File: config.mk
export PLATFORM = sky130hd
export DESIGN_NAME = psdm_mapper
export DESIGN_NICKNAME = d
export VERILOG_FILES = /design/src/psdm_pkg.sv /design/src/psdm_mapper.sv /design/src/psdm_table_lane.sv /design/src/psdm_space_decode.sv
export SDC_FILE = /design/constraint.sdc
export NUM_CORES = 1
export LEC_CHECK = 0
export ABC_AREA = 1
export BUFFER_PORTS_ARGS = -buffer_cell sky130_fd_sc_hd__clkbuf_2
export CAP_MARGIN = 20
export CORE_AREA = 2 2 156 158
export DETAILED_ROUTE_END_ITERATION = 8
export DIE_AREA = 0 0 158 160
export HOLD_SLACK_MARGIN = 0.12
export SKIP_LAST_GASP = 1
export SYNTH_ARGS = -nofsm -noshare
export SYNTH_HDL_FRONTEND = slang
export SYNTH_SLANG_ARGS = --single-unit
File: constraint.sdc
create_clock -name clock -period 3.5 [get_ports clock]
set_input_delay 0.7 -clock clock [delete_from_list [all_inputs] [get_ports clock]]
set_output_delay 0.7 -clock clock [all_outputs]
set_load 0.005 [all_outputs]
File: src/psdm_pkg.sv
// Package of constants and carrier types for the program/data space mapper
// Functional notes
// - Fetch address: 24 bits, bits 23 and 0 zero
// - Program counter steps by two per word
// - Non-table accesses limited to user range
// - Table address is page over effective address
// - Bit 23 set only through table page
// - Low table read returns bits 15:0 or byte
// - High word read: bits 23:16, upper byte zero
// - High byte read: bits 23:16 or zero
// - Visibility needs address bit 15 and enable
// - Visibility address: zero, page, low 15 bits
// - Visibility returns low 16 program bits
// - Visibility suspended during table operations
// - Visibility penalty outside repeat: one or two
// - Visibility penalty inside repeat: two or zero
// - Dual operand: Y via y pointers, X via x pointers
// - Other instructions see one linear X space
// - All writes use X write bus only
// - Bit reverse on X writes only; modulo both
// - Outside assigned or physical space returns zero
// - X/Y boundary fixed, not software changeable
// - Unimplemented or wrong-pointer reads return zero
`default_nettype none
package psdm_pkg;
   // ----------------------------------------
   // Widths and boundaries
   // ----------------------------------------
   localparam int PA_W = 24;
   localparam int DA_W = 16;
   localparam logic [23:0] USER_TOP = 24'h7ffffe;
   localparam logic [23:0] PC_STEP = 24'h000002;
   localparam logic [23:0] PC_RESET = 24'h000000;
   localparam logic [15:0] Y_BASE = 16'h1800; // Fixed Y region start
   localparam logic [15:0] Y_END = 16'h27ff;  // Fixed Y region end
   localparam logic [15:0] PHYS_END = 16'h27ff; // Last implemented RAM byte
   localparam logic [15:0] PSV_BASE = 16'h8000;
   localparam logic [1:0] PEN_ZERO = 2'h0;
   localparam logic [1:0] PEN_ONE = 2'h1;
   localparam logic [1:0] PEN_TWO = 2'h2;
   // ----------------------------------------
   // Types
   // ----------------------------------------
   typedef enum logic [2:0] {
      psdm_tbl_none, psdm_tbl_rd_low, psdm_tbl_rd_high, psdm_tbl_wt_low, psdm_tbl_wt_high
   } psdm_tbl_op_t;
   typedef enum logic [1:0] {
      psdm_cls_other, psdm_cls_move, psdm_cls_dual_mac
   } psdm_cls_t;
   typedef struct packed {
      logic valid;
      psdm_tbl_op_t op;
      logic byte_mode;
      logic byte_sel;
      logic [15:0] effective_address;
      logic [15:0] wdata;
   } psdm_tbl_req_t;
   typedef struct packed {
      logic valid;
      logic is_write;
      logic [15:0] effective_address;
      logic [15:0] wdata;
      logic bit_reverse;
   } psdm_x_req_t;
endpackage : psdm_pkg
`default_nettype wire

File: src/psdm_mapper.sv
// Program/data space address mapper top
`timescale 1ns/1ps
`default_nettype none
module psdm_mapper
(
   // Clock and reset
   input wire logic clock,
   input wire logic resetn,
   // Control values
   input wire logic [7:0] table_page_register,
   input wire logic [7:0] visibility_page_register,
   input wire logic program_space_visibility_enable,
   // Instruction fetch
   input wire logic fetch_advance,
   input wire logic fetch_load,
   input wire logic [23:0] fetch_load_addr,
   output logic [23:0] fetch_addr,
   // Table request
   input wire psdm_pkg::psdm_tbl_req_t tbl_req,
   output logic [15:0] tbl_rdata,
   output logic tbl_rvalid,
   // Table write hand-off
   output logic prog_wt_valid,
   output logic prog_wt_high,
   output logic [23:0] prog_wt_addr,
   output logic [15:0] prog_wt_data,
   // Program memory port
   output logic [23:0] pmem_addr,
   output logic pmem_rd,
   input wire logic [23:0] pmem_rdata,
   // Instruction context
   input wire psdm_pkg::psdm_cls_t instr_class,
   input wire logic repeat_active,
   input wire logic repeat_first,
   input wire logic repeat_last,
   input wire logic repeat_irq_edge,
   // X path request
   input wire psdm_pkg::psdm_x_req_t x_req,
   input wire logic x_modulo,
   input wire logic [15:0] x_ram_rdata,
   output logic [15:0] x_rdata,
   output logic x_rvalid,
   output logic x_psv_hit,
   output logic [1:0] psv_penalty,
   // Y path request
   input wire logic y_req_valid,
   input wire logic [15:0] y_effective_address,
   input wire logic y_modulo,
   input wire logic [15:0] y_ram_rdata,
   output logic [15:0] y_rdata,
   output logic y_rvalid,
   // Data RAM port
   output logic [15:0] ram_x_addr,
   output logic ram_x_we,
   output logic [15:0] ram_x_wdata,
   output logic ram_x_bitrev,
   output logic ram_x_modulo,
   output logic [15:0] ram_y_addr,
   output logic ram_y_modulo
);
   // ----------------------------------------
   // State
   // ----------------------------------------
   typedef struct packed {
      logic [23:0] pc;
      logic [15:0] tbl_rdata;
      logic tbl_rvalid;
      logic [15:0] x_rdata;
      logic x_rvalid;
      logic [15:0] y_rdata;
      logic y_rvalid;
      logic [1:0] penalty;
      logic psv_hit;
   } psdm_state_t;
   psdm_state_t st_reg;
   psdm_state_t st_next;
   logic dual_mac;
   logic tbl_busy;
   logic tbl_read;
   logic psv_sel;
   logic x_ok;
   logic y_ok;
   logic [23:0] tbl_addr;
   logic [23:0] psv_addr;
   logic [15:0] lane_data;
   logic [1:0] pen;
   assign dual_mac = instr_class == psdm_pkg::psdm_cls_dual_mac;
   assign tbl_busy = tbl_req.valid && tbl_req.op != psdm_pkg::psdm_tbl_none;
   assign tbl_read = tbl_req.valid && (tbl_req.op == psdm_pkg::psdm_tbl_rd_low
      || tbl_req.op == psdm_pkg::psdm_tbl_rd_high);
   // ----------------------------------------
   // Address formation
   // ----------------------------------------
   // Table address: page above EA, page top picks config space
   assign tbl_addr = {table_page_register, tbl_req.effective_address};
   // Visibility: bit 23 clear, page, low 15 EA bits
   assign psv_addr = {1'b0, visibility_page_register, x_req.effective_address[14:0]};
   // Visibility only on top-half EA, enable set, no table op
   assign psv_sel = x_req.valid && !x_req.is_write && x_req.effective_address[15]
      && program_space_visibility_enable && !tbl_busy;
   assign fetch_addr = {1'b0, st_reg.pc[22:1], 1'b0};
   // Program port arbitration: table, visibility, fetch
   always_comb
   begin
      pmem_rd = 1'b1;
      if (tbl_read)
         pmem_addr = tbl_addr;
      else if (psv_sel)
         pmem_addr = psv_addr;
      else
         pmem_addr = fetch_addr;
   end
   // ----------------------------------------
   // Sub-blocks
   // ----------------------------------------
   psdm_table_lane u_lane
   (
      .op(tbl_req.op),
      .byte_mode(tbl_req.byte_mode),
      .byte_sel(tbl_req.byte_sel),
      .pword(pmem_rdata),
      .data(lane_data)
   );
   psdm_space_decode u_xdec
   (
      .effective_address(x_req.effective_address),
      .dual_mac(dual_mac),
      .y_path(1'b0),
      .in_space(x_ok)
   );
   psdm_space_decode u_ydec
   (
      .effective_address(y_effective_address),
      .dual_mac(dual_mac),
      .y_path(1'b1),
      .in_space(y_ok)
   );
   // ----------------------------------------
   // Data RAM routing
   // ----------------------------------------
   // Writes only on X bus; bit reverse only for X writes
   assign ram_x_addr = x_req.effective_address;
   assign ram_x_we = x_req.valid && x_req.is_write && !x_req.effective_address[15];
   assign ram_x_wdata = x_req.wdata;
   assign ram_x_bitrev = x_req.valid && x_req.is_write && x_req.bit_reverse;
   assign ram_x_modulo = x_modulo;
   assign ram_y_addr = y_effective_address;
   assign ram_y_modulo = y_modulo && dual_mac;
   // Table writes handed to programming logic
   assign prog_wt_valid = tbl_req.valid && (tbl_req.op == psdm_pkg::psdm_tbl_wt_low
      || tbl_req.op == psdm_pkg::psdm_tbl_wt_high);
   assign prog_wt_high = tbl_req.op == psdm_pkg::psdm_tbl_wt_high;
   assign prog_wt_addr = tbl_addr;
   assign prog_wt_data = tbl_req.wdata;
   // ----------------------------------------
   // Visibility penalty
   // ----------------------------------------
   // Extra cycles by class and repeat position
   always_comb
   begin
      pen = psdm_pkg::PEN_ZERO;
      if (psv_sel)
      begin
         if (repeat_active)
         begin
            if (repeat_first || repeat_last || repeat_irq_edge)
               pen = psdm_pkg::PEN_TWO;
            else
               pen = psdm_pkg::PEN_ZERO;
         end
         else if (instr_class == psdm_pkg::psdm_cls_other)
            pen = psdm_pkg::PEN_TWO;
         else
            pen = psdm_pkg::PEN_ONE;
      end
   end
   // ----------------------------------------
   // Next state
   // ----------------------------------------
   // Fetch counter, registered read data
   always_comb
   begin
      st_next = st_reg;
      if (fetch_load)
         st_next.pc = fetch_load_addr;
      else if (fetch_advance)
         st_next.pc = st_reg.pc + psdm_pkg::PC_STEP;
      if (st_next.pc > psdm_pkg::USER_TOP)
         st_next.pc = psdm_pkg::PC_RESET;
      st_next.tbl_rvalid = tbl_read;
      st_next.tbl_rdata = tbl_read ? lane_data : 16'h0000;
      st_next.x_rvalid = x_req.valid && !x_req.is_write;
      if (psv_sel)
         st_next.x_rdata = pmem_rdata[15:0];
      else if (x_req.valid && !x_req.is_write && x_ok && !x_req.effective_address[15])
         st_next.x_rdata = x_ram_rdata;
      else
         st_next.x_rdata = 16'h0000;
      st_next.y_rvalid = y_req_valid;
      st_next.y_rdata = (y_req_valid && y_ok) ? y_ram_rdata : 16'h0000;
      st_next.penalty = pen;
      st_next.psv_hit = psv_sel;
   end
   // Register the state
   always_ff @(posedge clock or negedge resetn)
   begin
      if (!resetn)
         st_reg <= '0;
      else
         st_reg <= st_next;
   end
   assign tbl_rdata = st_reg.tbl_rdata;
   assign tbl_rvalid = st_reg.tbl_rvalid;
   assign x_rdata = st_reg.x_rdata;
   assign x_rvalid = st_reg.x_rvalid;
   assign y_rdata = st_reg.y_rdata;
   assign y_rvalid = st_reg.y_rvalid;
   assign psv_penalty = st_reg.penalty;
   assign x_psv_hit = st_reg.psv_hit;
   // ----------------------------------------
   // Checks
   // ----------------------------------------
   fetch_form_a: assert property (@(posedge clock) disable iff (!resetn)
      fetch_addr[23] == 1'b0 && fetch_addr[0] == 1'b0)
      else $error("fetch address malformed");
   pc_step_a: assert property (@(posedge clock) disable iff (!resetn)
      fetch_advance && !fetch_load && st_reg.pc < 24'h7ffffc
      |=> st_reg.pc == $past(st_reg.pc) + 24'h000002)
      else $error("program counter step wrong");
   psv_route_a: assert property (@(posedge clock) disable iff (!resetn)
      psv_sel |-> x_req.effective_address[15] && program_space_visibility_enable)
      else $error("visibility without enable");
   psv_addr_a: assert property (@(posedge clock) disable iff (!resetn)
      psv_sel && !tbl_read |-> pmem_addr == {1'b0, visibility_page_register,
      x_req.effective_address[14:0]})
      else $error("visibility address wrong");
   psv_data_a: assert property (@(posedge clock) disable iff (!resetn)
      psv_sel |=> x_rdata == $past(pmem_rdata[15:0]))
      else $error("visibility data wrong");
   psv_suspend_a: assert property (@(posedge clock) disable iff (!resetn)
      tbl_busy |=> !x_psv_hit)
      else $error("visibility during table op");
   high_read_a: assert property (@(posedge clock) disable iff (!resetn)
      tbl_read && tbl_req.op == psdm_pkg::psdm_tbl_rd_high |=> tbl_rdata[15:8] == 8'h00)
      else $error("high read upper byte not zero");
   pen_out_a: assert property (@(posedge clock) disable iff (!resetn)
      psv_sel && !repeat_active && instr_class == psdm_pkg::psdm_cls_move
      |=> psv_penalty == 2'h1)
      else $error("move penalty wrong");
   y_nowrite_a: assert property (@(posedge clock) disable iff (!resetn)
      x_req.valid && x_req.is_write && !x_req.effective_address[15]
      |-> ram_x_we && ram_x_addr == x_req.effective_address)
      else $error("write outside X bus");
   // Fetch counter wraps once past the user range
   pc_wrap_a: assert property (@(posedge clock) disable iff (!resetn)
      fetch_advance && !fetch_load && st_reg.pc == psdm_pkg::USER_TOP
      |=> st_reg.pc == psdm_pkg::PC_RESET)
      else $error("program counter left user range");
   // Table address is page over effective address
   tbl_addr_a: assert property (@(posedge clock) disable iff (!resetn)
      tbl_read |-> pmem_addr == {table_page_register, tbl_req.effective_address})
      else $error("table address wrong");
   // Config space only reachable from a table operation
   cfg_bit_a: assert property (@(posedge clock) disable iff (!resetn)
      !tbl_busy |-> pmem_addr[23] == 1'b0)
      else $error("bit 23 set outside table access");
   // Low word read returns the low program word
   low_read_a: assert property (@(posedge clock) disable iff (!resetn)
      tbl_read && tbl_req.op == psdm_pkg::psdm_tbl_rd_low && !tbl_req.byte_mode
      |=> tbl_rdata == $past(pmem_rdata[15:0]))
      else $error("low word read wrong");
   // Upper high byte always reads as zero
   byte_zero_a: assert property (@(posedge clock) disable iff (!resetn)
      tbl_read && tbl_req.op == psdm_pkg::psdm_tbl_rd_high && tbl_req.byte_mode
      && tbl_req.byte_sel |=> tbl_rdata == 16'h0000)
      else $error("high byte read not zero");
   // Two extra cycles for plain instructions
   other_pen_a: assert property (@(posedge clock) disable iff (!resetn)
      psv_sel && !repeat_active && instr_class == psdm_pkg::psdm_cls_other
      |=> psv_penalty == psdm_pkg::PEN_TWO)
      else $error("plain instruction penalty wrong");
   // Two extra cycles at loop edges
   rep_pen_a: assert property (@(posedge clock) disable iff (!resetn)
      psv_sel && repeat_active && (repeat_first || repeat_last || repeat_irq_edge)
      |=> psv_penalty == psdm_pkg::PEN_TWO)
      else $error("repeat edge penalty wrong");
   // Bit reverse only accompanies an X write
   bitrev_x_a: assert property (@(posedge clock) disable iff (!resetn)
      ram_x_bitrev |-> x_req.valid && x_req.is_write)
      else $error("bit reverse outside X write");
   // Reads past physical RAM come back zero
   x_stray_a: assert property (@(posedge clock) disable iff (!resetn)
      x_req.valid && !x_req.is_write && !psv_sel
      && x_req.effective_address > psdm_pkg::PHYS_END |=> x_rdata == 16'h0000)
      else $error("stray X read not zero");
   // Y path outside dual operand class reads zero
   y_stray_a: assert property (@(posedge clock) disable iff (!resetn)
      y_req_valid && !dual_mac |=> y_rdata == 16'h0000)
      else $error("stray Y read not zero");
   // Table writes handed on unchanged
   wt_pass_a: assert property (@(posedge clock) disable iff (!resetn)
      prog_wt_valid |-> prog_wt_addr == {table_page_register, tbl_req.effective_address}
      && prog_wt_data == tbl_req.wdata)
      else $error("table write hand-off wrong");
   // Main scenarios
   psv_cov: cover property (@(posedge clock) disable iff (!resetn) psv_sel);
   tbl_cov: cover property (@(posedge clock) disable iff (!resetn) tbl_read);
   mac_cov: cover property (@(posedge clock) disable iff (!resetn) dual_mac && y_req_valid);
   rep_cov: cover property (@(posedge clock) disable iff (!resetn) psv_sel && repeat_active);
   wt_cov: cover property (@(posedge clock) disable iff (!resetn) prog_wt_valid);
endmodule // psdm_mapper
`default_nettype wire

File: src/psdm_table_lane.sv
// Table read lane selection from a program word
`timescale 1ns/1ps
`default_nettype none
module psdm_table_lane
(
   // Request shape
   input wire psdm_pkg::psdm_tbl_op_t op,
   input wire logic byte_mode,
   input wire logic byte_sel,
   // Program word and result
   input wire logic [23:0] pword,
   output logic [15:0] data
);
   // ----------------------------------------
   // Lane mapping
   // ----------------------------------------
   // Pick word or byte lane
   always_comb
   begin
      data = 16'h0000;
      if (op == psdm_pkg::psdm_tbl_rd_low)
      begin
         if (!byte_mode)
            data = pword[15:0];
         else
            data = byte_sel ? {8'h00, pword[15:8]} : {8'h00, pword[7:0]};
      end
      else if (op == psdm_pkg::psdm_tbl_rd_high)
      begin
         if (!byte_mode || !byte_sel)
            data = {8'h00, pword[23:16]};
         else
            data = 16'h0000;
      end
   end
endmodule // psdm_table_lane
`default_nettype wire

File: src/psdm_space_decode.sv
// X/Y space decode with zero return for stray accesses
`timescale 1ns/1ps
`default_nettype none
module psdm_space_decode
(
   // Access shape
   input wire logic [15:0] effective_address,
   input wire logic dual_mac,
   input wire logic y_path,
   // Result
   output logic in_space
);
   logic in_y;
   logic phys;
   // ----------------------------------------
   // Region test
   // ----------------------------------------
   // Fixed boundary, no software control
   always_comb
   begin
      in_y = (effective_address >= psdm_pkg::Y_BASE) && (effective_address <= psdm_pkg::Y_END);
      phys = effective_address <= psdm_pkg::PHYS_END;
      if (!phys)
         in_space = 1'b0;
      else if (!dual_mac)
         in_space = !y_path;
      else if (y_path)
         in_space = in_y;
      else
         in_space = !in_y;
   end
endmodule // psdm_space_decode
`default_nettype wire

==> results_dict.tcl <==
set metrics [dict create \
    outcome "completed" \
    fin_nets 1138 \
    cts_setup_buffers 0 \
    worstPathRequired_ps 2800 \
    dr.pass1.iters 5 \
    route.detailed.drc 0 \
    initial_core_util_pct 24.0 \
    cts.sinks 78 \
    cap_violations 0 \
    rr_startpoint "fetch_addr[1]$_DFF_PN0_" \
    clkSlewWorstSetupHoldPaths_ps 60 \
    crit_type "primary input to primary output" \
    ys_ff_latch 78 \
    setup_viol 0 \
    core.rowCount 57 \
    drtAntennaViolNets 0 \
    min_path_type "primary input to async pin" \
    rsz0062_at_grt "no" \
    io_buffers 304 \
    gp_congestion 0.838 \
    drive_gt1_share_pct 38.5 \
    grt_pass1_vias 4901 \
    die_h_um 160 \
    rr_endpoint "fetch_addr[12]$_DFF_PN0_" \
    cellPowerDensity_nw_per_um2 363 \
    crit_family "buffers and inverters" \
    end_kind "primary output" \
    fin_skew_ps 5.94 \
    worst_slew_pin_slew_ps 743 \
    fmax_mhz 330 \
    grt_pass1_wl_um 28100 \
    dieArea_um2 25300 \
    arrival_ps 2330 \
    wl_um 19600 \
    hold_viol_final 0 \
    yosysUniqueCellTypes 33 \
    syn_area_per_cell_um2 7.14 \
    largest_reg_flops 22 \
    cpMaxStageDelayCell "buf_4" \
    antenna_cells 0 \
    crit_chain "clkbuf_2 -> nor2_1 -> inv_1 -> o21ai_0 -> nand2_1 -> inv_1 -> buf_4 -> nand2_1 -> a31oi_1 -> clkbuf_2" \
    antenna_found_initial 0 \
    finalCritPeriodShare_pct 86.6 \
    wl_per_cell_um 15.5 \
    slew_headroom_pct 50.3 \
    ir_drop_v 0.000189 \
    root_buffer "clkbuf_16" \
    chipWidth_um 158 \
    synth_top_cell_area_share_pct 34.2 \
    placed_area_um2 6370 \
    path_buf_inv 5 \
    rrSetupSlack_ps 910 \
    power.static_leakage_nw 3.77 \
    overflow 0 \
    synth_warnings 0 \
    slowest_delay_ps 340 \
    synthArstFlopShare_pct 100 \
    clock_latency_ps 340 \
    design_area_um2 6670 \
    ioPinCount 396 \
    finalMaxSlewViolations 0 \
    synth_edf_count 0 \
    fin_hold_ws_ps 360 \
    synth_area_um2 5710 \
    worstPathMaxFanout 21 \
    drt_iter0_drc 442 \
    area_growth_pct 16.8 \
    post-route-min-period_ps 3030 \
    vias 5309 \
    numCtsBuffers 9 \
    grt_max_degree 43 \
    layout_commonest_cell "clkbuf_2" \
    ys_seq_area_share_pct 34.2 \
    viasPerCell 4.19 \
    holdBufCountCts 0 \
    timing.setup.tns_ps 0 \
    groute.usage.overall_pct 15.0 \
    htreeDepth 3 \
    cts_tree "done" \
    cts_buffer_depth 2 \
    hpwlAfterDp_um 16200 \
    r2r_cells 16 \
    synth_area_leaders "dfrtp_1 (34%), buf_4 (22%), nand2_1 (9.5%)" \
    cp-start-kind "primary input" \
    coreArea_um2 23800 \
    synthCells 800 \
    final_cell_mix "clkbuf_2 (303), nand2_1 (143), nor2_1 (100)" \
    cts-resized-gates 0 \
    synth_ff_type "dfrtp_1" \
    synth_top_area_cell "dfrtp_1" \
]
-- synthesized netlist by cell type (2+ instances only) --
cell type and instances:
o21a_1 2, conb_1 2, buf_4 165, clkbuf_1 18
nand4_1 7, o22ai_1 8, inv_2 2, xor2_1 2
o21ai_0 28, nand2_1 144, nor3_1 20, buf_6 2
nand3_1 38, nor2_1 100, inv_1 97, nor2_4 5
nand3b_1 4, a31oi_1 22, buf_2 3, or2_2 14
nor2_2 8, nand2_4 2, dfrtp_1 78, a21oi_1 20
-- routing by layer --
metal / vias up / share of wire (%) / GRT usage, %
met5: - / 0 / 0
met4: 0 / 3.0 / 7.00
met3: 37 / 7.7 / 3.50
met2: 240 / 48 / 25.2
met1: 2429 / 41 / 17.9
li1: 2603 / - / -
-- power by group --
group	leakage, nW	internal (mW)	switching [mW]
clock	0.147	0.561	0.410
sequential	1.06	0.933	0.0540
combinational	2.57	0.198	0.262
total	3.77	1.69	0.726
-- how the worst max path moves through the flow --
stage | start | end | cells after the start
floorplan | tbl_req[35] | pmem_addr[20] | 6
global placement | tbl_req[35] | pmem_addr[12] | 10
detailed placement | tbl_req[35] | pmem_addr[6] | 10
CTS | tbl_req[35] | pmem_addr[6] | 10
global route | tbl_req[35] | pmem_addr[6] | 10
finish | tbl_req[35] | pmem_addr[8] | 10
-- through the flow --
stage,util [%],setup WS [ps],std cells,total power [mW]
after detailed placement,26.7,431,1251,1.47
after global placement,26.7,395,1251,1.47
final,28.0,468,1267,2.42
after global routing,28.0,228,1267,2.54
after CTS,28.0,415,1267,2.46
after floorplan,-,998,802,1.30
-- layout make-up --
cell class / instances / area, um^2
flip-flops and latches: 78 / 1950
repair buffers: 314 / 1600
fillers: 2659 / 17200
well taps: 324 / 405
inverters: 99 / 372
clock inverters: 7 / 77.6
clock buffers: 9 / 225
multi-input cells: 436 / 2040
-- logic make-up after synthesis --
kind of cell | share of synthesized area [%]
compound gates | 8.17
xor+xnor | 0.307
fa+ha+maj | 0.219
buf+inv | 30.3
flops | 34.2
mux | 0.175
other cells | 0.132
simple gates | 26.5
(Power assumes the default switching activity.)
